File: src/logic/lsl_pkg.sv
package lsl_pkg;
    // ----------------------------------------------------------------
    // transfer lengths
    // ----------------------------------------------------------------
    localparam logic [5:0] LSL_LEN_SETUP     = 6'h08;
    localparam logic [5:0] LSL_LEN_VCO       = 6'h10;
    localparam logic [5:0] LSL_LEN_XTAL_S    = 6'h0F;
    localparam logic [5:0] LSL_LEN_XTAL_L    = 6'h18;
    localparam logic [5:0] LSL_LEN_RST_LO    = 6'h09;
    localparam logic [5:0] LSL_LEN_RST_HI    = 6'h0D;
    localparam logic [5:0] LSL_LEN_MAX       = 6'h20;
    // ----------------------------------------------------------------
    // register widths and reset values
    // ----------------------------------------------------------------
    localparam int         LSL_SETUP_W       = 8;
    localparam int         LSL_VCO_W         = 16;
    localparam int         LSL_XTAL_W        = 15;
    localparam int         LSL_SHIFT_W       = 24;
    localparam logic [7:0] LSL_SETUP_RST     = 8'h00;
    localparam logic [15:0] LSL_VCO_RST      = 16'h0000;
    localparam logic [14:0] LSL_XTAL_RST     = 15'h0000;

    typedef enum logic [2:0] {
        LSL_TGT_NONE,
        LSL_TGT_SETUP,
        LSL_TGT_VCO,
        LSL_TGT_XTAL,
        LSL_TGT_RESET
    } lsl_target_t;
endpackage

File: src/logic/lsl_sync.sv
module lsl_sync
    import lsl_pkg::*;
(
    input  wire logic       sys_clk_i,   // system clock
    input  wire logic       reset_n_i,   // async reset, active low
    input  wire logic       clk_en_i,    // clock enable
    input  wire logic [2:0] async_i,     // pin levels
    output logic      [2:0] sync_o       // synchronised levels
);
    logic [2:0] meta_q;

    always_ff @(posedge sys_clk_i or negedge reset_n_i) begin
        if (!reset_n_i) begin
            // idle pin levels: gate high, clock low, so no false edge
            meta_q <= 3'h4;
            sync_o <= 3'h4;
        end else if (clk_en_i) begin
            meta_q <= async_i;
            sync_o <= meta_q;
        end
    end
endmodule

File: src/logic/lsl_loader.sv
// Overview of operation
// - sample data into shift register on each serial clock rise while gate low and port armed
// - eight clocked bits load the setup word
// - sixteen clocked bits load the vco divisor
// - twenty-four clocked bits write the crystal divider register
// - fifteen clocked bits also write the crystal divider register
// - registers hold while shifting, update only at gate release
// - destination chosen purely by bit count, no address bits
// - registers may be written in any order
// - nine to thirteen bits form the reset pattern, no register write
// - words arrive msb first, last bit is bit zero
// - gate rising edge commits shifted word by length when port armed
// - gate high inhibits shifting, floats serial output, holds port initialised
// - serial output shifts on each serial clock fall while port armed
module lsl_loader
    import lsl_pkg::*;
(
    input  wire logic        sys_clk_i,         // system clock
    input  wire logic        reset_n_i,         // async reset, active low
    input  wire logic        clk_en_i,          // clock enable
    input  wire logic        serial_clk_i,      // serial clock pin
    input  wire logic        serial_din_i,      // serial data in pin
    input  wire logic        transfer_gate_n_i, // gate pin, active low
    output logic             serial_dout_o,     // serial data out
    output logic             serial_dout_oe_n_o,// dout enable, low drives
    output logic [7:0]       setup_word_o,      // setup word register
    output logic [15:0]      vco_divisor_o,     // vco divisor register
    output logic [14:0]      xtal_divide_o,     // crystal divider register
    output logic             reset_pattern_o    // pulse on reset pattern
);
    // ----------------------------------------------------------------
    // pin synchronisers
    // ----------------------------------------------------------------
    logic [2:0] pins_s;
    logic       sclk_s;
    logic       din_s;
    logic       gate_n_s;

    lsl_sync u_sync (
        .sys_clk_i (sys_clk_i),
        .reset_n_i (reset_n_i),
        .clk_en_i  (clk_en_i),
        .async_i   ({transfer_gate_n_i, serial_din_i, serial_clk_i}),
        .sync_o    (pins_s)
    );

    assign sclk_s   = pins_s[0];
    assign din_s    = pins_s[1];
    assign gate_n_s = pins_s[2];

    // ----------------------------------------------------------------
    // edge detection
    // ----------------------------------------------------------------
    logic sclk_q;
    logic gate_n_q;
    logic sclk_rise;
    logic sclk_fall;
    logic gate_rise;

    always_ff @(posedge sys_clk_i or negedge reset_n_i) begin
        if (!reset_n_i) begin
            sclk_q   <= 1'b0;
            gate_n_q <= 1'b1;
        end else if (clk_en_i) begin
            sclk_q   <= sclk_s;
            gate_n_q <= gate_n_s;
        end
    end

    assign sclk_rise = sclk_s && !sclk_q;
    assign sclk_fall = !sclk_s && sclk_q;
    assign gate_rise = gate_n_s && !gate_n_q;

    // ----------------------------------------------------------------
    // length decode
    // ----------------------------------------------------------------
    function automatic lsl_target_t lsl_decode(input logic [5:0] len);
        lsl_target_t t;
        t = LSL_TGT_NONE;
        if (len == LSL_LEN_SETUP) begin
            t = LSL_TGT_SETUP;
        end else if (len == LSL_LEN_VCO) begin
            t = LSL_TGT_VCO;
        end else if (len == LSL_LEN_XTAL_S || len == LSL_LEN_XTAL_L) begin
            t = LSL_TGT_XTAL;
        end else if (len >= LSL_LEN_RST_LO && len <= LSL_LEN_RST_HI) begin
            t = LSL_TGT_RESET;
        end
        return t;
    endfunction

    // ----------------------------------------------------------------
    // port state: arms only on a gate fall seen with the clock low
    // ----------------------------------------------------------------
    typedef enum logic [1:0] {
        LSL_PORT_IDLE,
        LSL_PORT_ARMED,
        LSL_PORT_LOCKED
    } lsl_port_t;

    lsl_port_t port_q;
    logic      gate_fall;
    logic      armed;

    assign gate_fall = !gate_n_s && gate_n_q;
    assign armed     = (port_q == LSL_PORT_ARMED);

    // gate fall with clock high locks the port out until gate high
    always_ff @(posedge sys_clk_i or negedge reset_n_i) begin
        if (!reset_n_i) begin
            port_q <= LSL_PORT_IDLE;
        end else if (clk_en_i) begin
            case (port_q)
                LSL_PORT_IDLE: begin
                    if (gate_fall && !sclk_s) begin
                        port_q <= LSL_PORT_ARMED;
                    end else if (gate_fall) begin
                        port_q <= LSL_PORT_LOCKED;
                    end
                end
                LSL_PORT_ARMED: begin
                    if (gate_n_s) begin
                        port_q <= LSL_PORT_IDLE;
                    end
                end
                LSL_PORT_LOCKED: begin
                    if (gate_n_s) begin
                        port_q <= LSL_PORT_IDLE;
                    end
                end
                default: begin
                    port_q <= LSL_PORT_IDLE;
                end
            endcase
        end
    end

    // ----------------------------------------------------------------
    // shift register and bit count
    // ----------------------------------------------------------------
    logic [LSL_SHIFT_W-1:0] shift_q;
    logic [5:0]             count_q;
    logic                   shift_en;

    assign shift_en = armed && !gate_n_s && sclk_rise;

    always_ff @(posedge sys_clk_i or negedge reset_n_i) begin
        if (!reset_n_i) begin
            shift_q <= '0;
        end else if (clk_en_i && shift_en) begin
            // msb first: new bit enters at bit 0
            shift_q <= {shift_q[LSL_SHIFT_W-2:0], din_s};
        end
    end

    // count held at zero while gate high, read once at gate rise
    always_ff @(posedge sys_clk_i or negedge reset_n_i) begin
        if (!reset_n_i) begin
            count_q <= 6'h00;
        end else if (clk_en_i) begin
            if (gate_n_s) begin
                count_q <= 6'h00;
            end else if (shift_en && count_q != 6'h3F) begin
                count_q <= count_q + 6'h01;
            end
        end
    end

    // ----------------------------------------------------------------
    // serial output
    // ----------------------------------------------------------------
    always_ff @(posedge sys_clk_i or negedge reset_n_i) begin
        if (!reset_n_i) begin
            serial_dout_o      <= 1'b0;
            serial_dout_oe_n_o <= 1'b1;
        end else if (clk_en_i) begin
            if (gate_n_s || !armed) begin
                serial_dout_oe_n_o <= 1'b1;
            end else if (sclk_fall) begin
                serial_dout_o      <= shift_q[LSL_VCO_W-1];
                serial_dout_oe_n_o <= 1'b0;
            end
        end
    end

    // ----------------------------------------------------------------
    // commit on gate release
    // ----------------------------------------------------------------
    lsl_target_t target;
    logic        commit;

    assign target = lsl_decode(count_q);
    assign commit = gate_rise && armed && (count_q <= LSL_LEN_MAX);

    always_ff @(posedge sys_clk_i or negedge reset_n_i) begin
        if (!reset_n_i) begin
            setup_word_o <= LSL_SETUP_RST;
        end else if (clk_en_i && commit && target == LSL_TGT_SETUP) begin
            setup_word_o <= shift_q[LSL_SETUP_W-1:0];
        end
    end

    always_ff @(posedge sys_clk_i or negedge reset_n_i) begin
        if (!reset_n_i) begin
            vco_divisor_o <= LSL_VCO_RST;
        end else if (clk_en_i && commit && target == LSL_TGT_VCO) begin
            vco_divisor_o <= shift_q[LSL_VCO_W-1:0];
        end
    end

    always_ff @(posedge sys_clk_i or negedge reset_n_i) begin
        if (!reset_n_i) begin
            xtal_divide_o <= LSL_XTAL_RST;
        end else if (clk_en_i && commit && target == LSL_TGT_XTAL) begin
            xtal_divide_o <= shift_q[LSL_XTAL_W-1:0];
        end
    end

    always_ff @(posedge sys_clk_i or negedge reset_n_i) begin
        if (!reset_n_i) begin
            reset_pattern_o <= 1'b0;
        end else if (clk_en_i) begin
            reset_pattern_o <= commit && target == LSL_TGT_RESET;
        end
    end
endmodule

File: config.mk
export PLATFORM = sky130hd
export DESIGN_NAME = lsl_loader
export DESIGN_NICKNAME = d
export VERILOG_FILES = /design/src/logic/lsl_pkg.sv /design/src/logic/lsl_sync.sv /design/src/logic/lsl_loader.sv
export SDC_FILE = /design/constraint.sdc
export NUM_CORES = 1
export LEC_CHECK = 0
export BUFFER_PORTS_ARGS = -buffer_cell sky130_fd_sc_hd__buf_4
export CAP_MARGIN = 30
export CORE_MARGIN = 5
export CORE_UTILIZATION = 25
export DETAILED_ROUTE_END_ITERATION = 10
export PLACE_DENSITY = 0.41
export SETUP_SLACK_MARGIN = 0.2
export SYNTH_ARGS = -nofsm -noshare
export SYNTH_HDL_FRONTEND = slang
export SYNTH_SLANG_ARGS = --single-unit
File: constraint.sdc
create_clock -name sys_clk_i -period 2.1 [get_ports sys_clk_i]
set_input_delay 0.42 -clock sys_clk_i [delete_from_list [all_inputs] [get_ports sys_clk_i]]
set_output_delay 0.42 -clock sys_clk_i [all_outputs]
set_load 0.01 [all_outputs]
### Yosys cells after proc, flatten, opt, wreduce, memory -nomap -nowiden

Index checks and enable logic that the tools add are counted.

* add/subtract/negate cells: 1
* multiply operators: 0
* div/mod/pow operators: 0
* order comparisons: 3
* equal/unequal tests: 13
* shift-type cells: 0
* mux-type cells: 12
* bitwise logic cells: 1
* reductions and logical operators: 32

Operator list (number)
* 1-bit logical AND: 17
* 6-bit by 4-bit equality test with 1-bit output (second input constant): 2
* 6-bit by 5-bit equality test with 1-bit output (second input constant): 2
* 3-bit two-way mux: 4
* 6-bit two-way mux: 2
* 6-bit by 1-bit adder with 6-bit output (second input constant): 1
* 3-bit by 2-bit equality test with 1-bit output (second input constant): 2
* 6-bit by 4-bit >= comparator with 1-bit output (second input constant): 1
* 6-bit by 4-bit less-or-equal comparator with 1-bit output (second input constant): 1
* 6-bit less-or-equal comparator (second input constant): 1
* 2-bit two-way mux: 3
* 6-bit inequality test (second input constant): 1
* 3-bit AND reduction: 2
* 1-bit logical NOT: 5
* 2-bit one-hot mux with 2 select lines: 1
* 2-bit AND reduction: 2
* 2-bit nonzero test: 2
* 3-bit by 1-bit equality test with 1-bit output (second input constant): 1
* 3-bit equality test (second input constant): 1
* 3-bit inequality test (second input constant): 1
* 2-bit by 1-bit equality test with 1-bit output (second input constant): 1
* 2-bit equality test (second input constant): 1
* 2-bit logical NOT: 1
* 1-bit logical OR: 2
* 4 further kinds: 5

* register bits: 74
* bits in latches: 0
* RAM bits: 0
* ROM bits: 0
* input port bits: 6
* output and inout bits: 42
* logic and storage cells: 75
* memories: 0

### Longest topological paths before layout

* depth in word-level cells: 8
* mapped depth: 8
* gate-level depth less buffers: 6

### Hierarchy

A second synthesis with hierarchy kept.

* cells, all modules: 211
* area, all modules: 3110.5 µm²

Modules (own cells, without submodules)
* lsl_loader: times used 1, cells an instance 198, area each 2856.5 µm², seq. area each 1704.1 µm²
* lsl_sync: times used 1, cells an instance 13, area each 254.0 µm², seq. area each 152.6 µm²

### Least setup slack after synthesis

OpenSTA, ideal clock, no wires.

* path kind: reg-to-reg
* start point: register port_q[1]
* end point: register setup_word_o[0]
* library setup time: 0.125 ns
* arrival time: 1.700 ns
* required time: 1.975 ns
* slack: 0.275 ns
* stages on the path, launching flop included: 8
* path buffers: 1
* period minus slack after synthesis: 1.825 ns
* cell sequence: dfrtp_1 inv_1 ha_1 and4b_1 nand3_2 or3_1 buf_6 mux2_4

* longest elaborated chain between the ends: 5

RTL lines
* start, declared: line lsl_loader.sv:101 `lsl_port_t port_q;`
* start signal, assigned: line lsl_loader.sv:111 `port_q <= LSL_PORT_IDLE;`
* start signal, assigned: line lsl_loader.sv:116 `port_q <= LSL_PORT_ARMED;`
* start signal, assigned: line lsl_loader.sv:118 `port_q <= LSL_PORT_LOCKED;`
* 2-bit by 1-bit equality test with 1-bit output: line lsl_loader.sv:106 `assign armed = (port_q == LSL_PORT_ARMED);`
* 1-bit logical AND (2 in a row): line lsl_loader.sv:193 `assign commit = gate_rise && armed && (count_q <= LSL_LEN_MAX);`
* 1-bit logical AND (2 in a row): line lsl_loader.sv:198 `end else if (clk_en_i && commit && target == LSL_TGT_SETUP) begin`
* end signal, assigned: line lsl_loader.sv:199 `setup_word_o <= shift_q[LSL_SETUP_W-1:0];`
* end, declared: line lsl_loader.sv:26 `output logic [7:0] setup_word_o,`

No other way between the ends.
A chain may end at the register's enable or synchronous reset.

### Final worst setup path

* start point: register port_q[1]
* end point: register xtal_divide_o[9]

* longest elaborated chain between the ends: 5

RTL lines
* 2-bit by 1-bit equality test with 1-bit output: line lsl_loader.sv:106
* 1-bit logical AND (2 in a row): line lsl_loader.sv:193
* 1-bit logical AND (2 in a row): line lsl_loader.sv:214 `end else if (clk_en_i && commit && target == LSL_TGT_XTAL) begin`
* end signal, assigned: line lsl_loader.sv:215 `xtal_divide_o <= shift_q[LSL_XTAL_W-1:0];`
* end, declared: line lsl_loader.sv:28 `output logic [14:0] xtal_divide_o,`

No other way between the ends.

==> out/summary.md <==
• **multiplexer share of the synthesized area** 0.238
• **critical path arrival** 2.06 ns
• **number of design-rule violations left by the first detailed-router iteration** 126
• **effective utilization at floorplan** 0.256
• **clk buf depth** 2
• **DRT Pass-1 Iters** 4
• **number of primary I/O pins** 48
• **via count of the first global-routing pass** 1986
• **number of CTS-inserted buffers** 9
• **hpwl dp** 4490 µm
• **final core utilization** 0.342
• **maximum fanout along the worst path** 8
• **sequential fraction of design power** 0.458
• **count of state elements after synthesis** 74
• **global routing usage summed across all routing layers** 0.0980
• **highest ir drop seen on vdd** 0.309 mV
• **P_int** 2.63 mW
• **Area growth syn-to-layout** 33.6%
• **result of the run** finished clean
• **path type of the worst min-delay path** input pin to async pin
• **Clock Latency Late Sink** 0.33 ns
• **CORE AREA** 12100 µm²
• **Synth Area in Compound Gates** 0.0500
• **Post-Synth XOR/XNOR Area** 0
• **actual slew at the worst max-slew pin** 0.484 ns
• **hold_ws** 0.0519 ns
• **total power divided by cell area** 834 nW/µm²
• **Final Routed Wirelength** 6790 µm
• **total area of multi-input combinational cells** 1210 µm²
• **Post-Synthesis Net Count** 225
• **maximum number of pins on one net before global-route repair** 42
• **CTS tree** yes
• **row count** 40
• **cell type with the largest total area after synthesis** sky130_fd_sc_hd__dfrtp_1
• **Final GP Congestion** 0.736
• **fraction of synthesized cell area taken by the top area cell type** 0.565
• **Die ar.** 14700 µm²
• **total congestion overflow** 0
• **simple-gate area share of the yosys netlist** 0.0601
• **diode insertion count for antenna repair** 0
• **die outline width** 121 µm
• **proportion of synthesized flip-flops having asynchronous set or reset** 1.00
• **number of routed nets with antenna violations** 0
• **fraction of the mapped netlist area in adder cells** 0.0202
• **synthesized netlist cell count** 214
• **post-synth design cell area** 3100 µm²
• **Avg WL per Cell** 15.0 µm
• **DRC violation count after routing** 0
• **most common cell after layout, fill and taps aside** sky130_fd_sc_hd__dfrtp_1
• **net switching power** 823 µW
• **fraction of the yosys area taken by sequential cells** 0.599
• **initial antenna violation count** 0
• **required time of the critical path** 2.32 ns
• **most frequent cells in the layout** sky130_fd_sc_hd__dfrtp_1, sky130_fd_sc_hd__buf_4, sky130_fd_sc_hd__mux2_2, sky130_fd_sc_hd__mux2_4, sky130_fd_sc_hd__clkbuf_16
• **worst setup path class** register to register
• **Final #Nets** 291
• **Sinks on Clock Net** 74
• **reported leakage power** 2.02 nW
• **RSZ-0062 raised after global routing** true
• **proportion of total power due to net switching** 0.238
• **final critical path time including I/O delays and setup** 1.84 ns
• **Layout Skew** 0.00421 ns
• **category of the worst setup path capture point** register
• **height of the die** 121 µm
• **Yosys cell types** 34
• **number of enable-type register cells in the synthesized netlist** 0
• **ratio of final minimum period to clock period** 0.877
• **clock-pin slew of the registers on the worst-case setup and hold paths** 0.06 ns
• **category of the worst setup path launch point** register
• **clock group share of total power** 0.436
• **average size of a mapped cell** 14.5 µm²
• **area taken by flip-flops and latches** 1860 µm²
• **total count of hold-check failures in the final report** 0
• **clock tree root driver cell** sky130_fd_sc_hd__clkbuf_16
• **total of max-cap violations** 0
• **detailed-route via count** 1926
• **share of total power in combinational logic** 0.107
• **# hold bufs at CTS** 0
• **highest attainable clock frequency** 543 MHz
• **final setup violation count** 0
• **ratio of routed vias to standard cells** 4.26
• **number of buffers inserted by port buffering** 47
• **Fill cells** 1215
• **sum of negative setup slack** 0 ns
• **first-pass GRT wire length** 10900 µm
• **Final Max Tran Viols** 0
• **max_slew headroom** 0.677
• **Pwr Total** 3.45 mW
• **H-tree levels** 3
• **predominant post-synthesis flop cell** sky130_fd_sc_hd__dfrtp_1
• **ratio of cells with drive above 1 in the final layout** 0.546
• **Area contributors post-synth** sky130_fd_sc_hd__dfrtp_1, sky130_fd_sc_hd__mux2_2, sky130_fd_sc_hd__mux2_4
• **Synth Warn #** 0
• **dominant combinational cell family by area after synthesis** multiplexers
synthesized netlist by cell type, types with 3 or more instances:
cell / number
sky130_fd_sc_hd__mux2_2: 55
sky130_fd_sc_hd__nand2b_1: 4
sky130_fd_sc_hd__o21ai_0: 6
sky130_fd_sc_hd__buf_4: 4
sky130_fd_sc_hd__dfrtp_1: 70
sky130_fd_sc_hd__dfstp_2: 4
sky130_fd_sc_hd__ha_1: 5
sky130_fd_sc_hd__mux2_4: 8
sky130_fd_sc_hd__inv_1: 10
sky130_fd_sc_hd__nand2_1: 7
sky130_fd_sc_hd__nand3_1: 5
sky130_fd_sc_hd__buf_2: 3
layer usage:
| layer | routed length [µm] | part of all wire | track usage | up-vias |
|---|---|---|---|---|
| li1 | - | - | - | 904 |
| met1 | 3270 | 0.48 | 0.125 | 974 |
| met2 | 3090 | 0.45 | 0.143 | 37 |
| met3 | 278 | 0.041 | 0.0326 | 11 |
| met4 | 150 | 0.022 | 0.0588 | 0 |
| met5 | 0 | 0 | 0 | - |
sequential cells by signal (all words and copies together) (netlist names), 2 cells and up:
| name | cells |
|---|---|
| vco_divisor_o | 16 |
| count_q | 6 |
| xtal_divide_o | 15 |
| shift_q | 16 |
| u_sync.meta_q | 3 |
| port_q | 2 |
| setup_word_o | 8 |
| u_sync.sync_o | 3 |
path summary, 6_finish.rpt:
check / slack, ns / depth (start not counted) / from / end
max: 0.26 / 8 / port_q[1]$_DFFE_PN0P_ / xtal_divide_o[9]$_DFFE_PN0P_
min: 0.05 / 1 / reset_n_i / count_q[0]$_DFFE_PN0P_
max reg2reg: 0.26 / 8 / port_q[1]$_DFFE_PN0P_ / xtal_divide_o[9]$_DFFE_PN0P_
min reg2reg: 0.50 / 1 / u_sync.meta_q[1]$_DFFE_PN0P_ / u_sync.sync_o[1]$_DFFE_PN0P_
max in group asynchronous: 1.43 / 2 / reset_n_i / gate_n_q$_DFFE_PN1P_
min in group sys_clk_i: 0.32 / 2 / serial_clk_i / u_sync.meta_q[0]$_DFFE_PN0P_
cells by family after synthesis:
logic type               Yosys count
buffers and inverters             20
adder cells (fa/ha/maj)            5
multiplexers                      63
AO/OA/AOI/OAI                     22
AND/OR/NAND/NOR                   30
flip-flops                        74
power groups by stage:
stage | Clock, mW | Sequential (mW) | Combinational (mW)
CTS | 1.57 | 1.58 | 0.303
floorplan | 0 | 1.57 | 0.198
global placement | 0 | 1.60 | 0.289
detailed placement | 0 | 1.60 | 0.302
finish | 1.50 | 1.58 | 0.369
global route | 1.62 | 1.59 | 0.420
metrics by stage:
stage,worst slack (ns),instances,cell area [µm²]
after detailed placement,0.0540,430,3710
final,0.258,452,4140
after global routing,0.177,452,4140
after floorplan,0.275,214,3100
after CTS,0.195,445,4000
after global placement,0.102,430,3710
critical path: stages (launching register included):
cell	delay [ns]
sky130_fd_sc_hd__dfrtp_1	0.37
sky130_fd_sc_hd__inv_2	0.09
sky130_fd_sc_hd__ha_4	0.14
sky130_fd_sc_hd__and4b_1	0.23
sky130_fd_sc_hd__nand3_2	0.10
sky130_fd_sc_hd__buf_6	0.15
sky130_fd_sc_hd__nor2_4	0.14
sky130_fd_sc_hd__buf_12	0.16
sky130_fd_sc_hd__mux2_2	0.33
what timing repair did:
item,in CTS,in global routing
gates cloned,0,1
setup endpoints to repair,12,40
pin swaps,0,4
setup buffers,0,6
gates resized for setup,2,19
layout make-up:
cell class,instances,share of cell area
flip-flops and latches,74,0.449
multi-input cells,120,0.293
repair buffers,65,0.130
clock buffers,12,0.0595
well taps,168,0.0507
clock inverters,3,0.00966
inverters,10,0.00906
(Power assumes the default switching activity.)
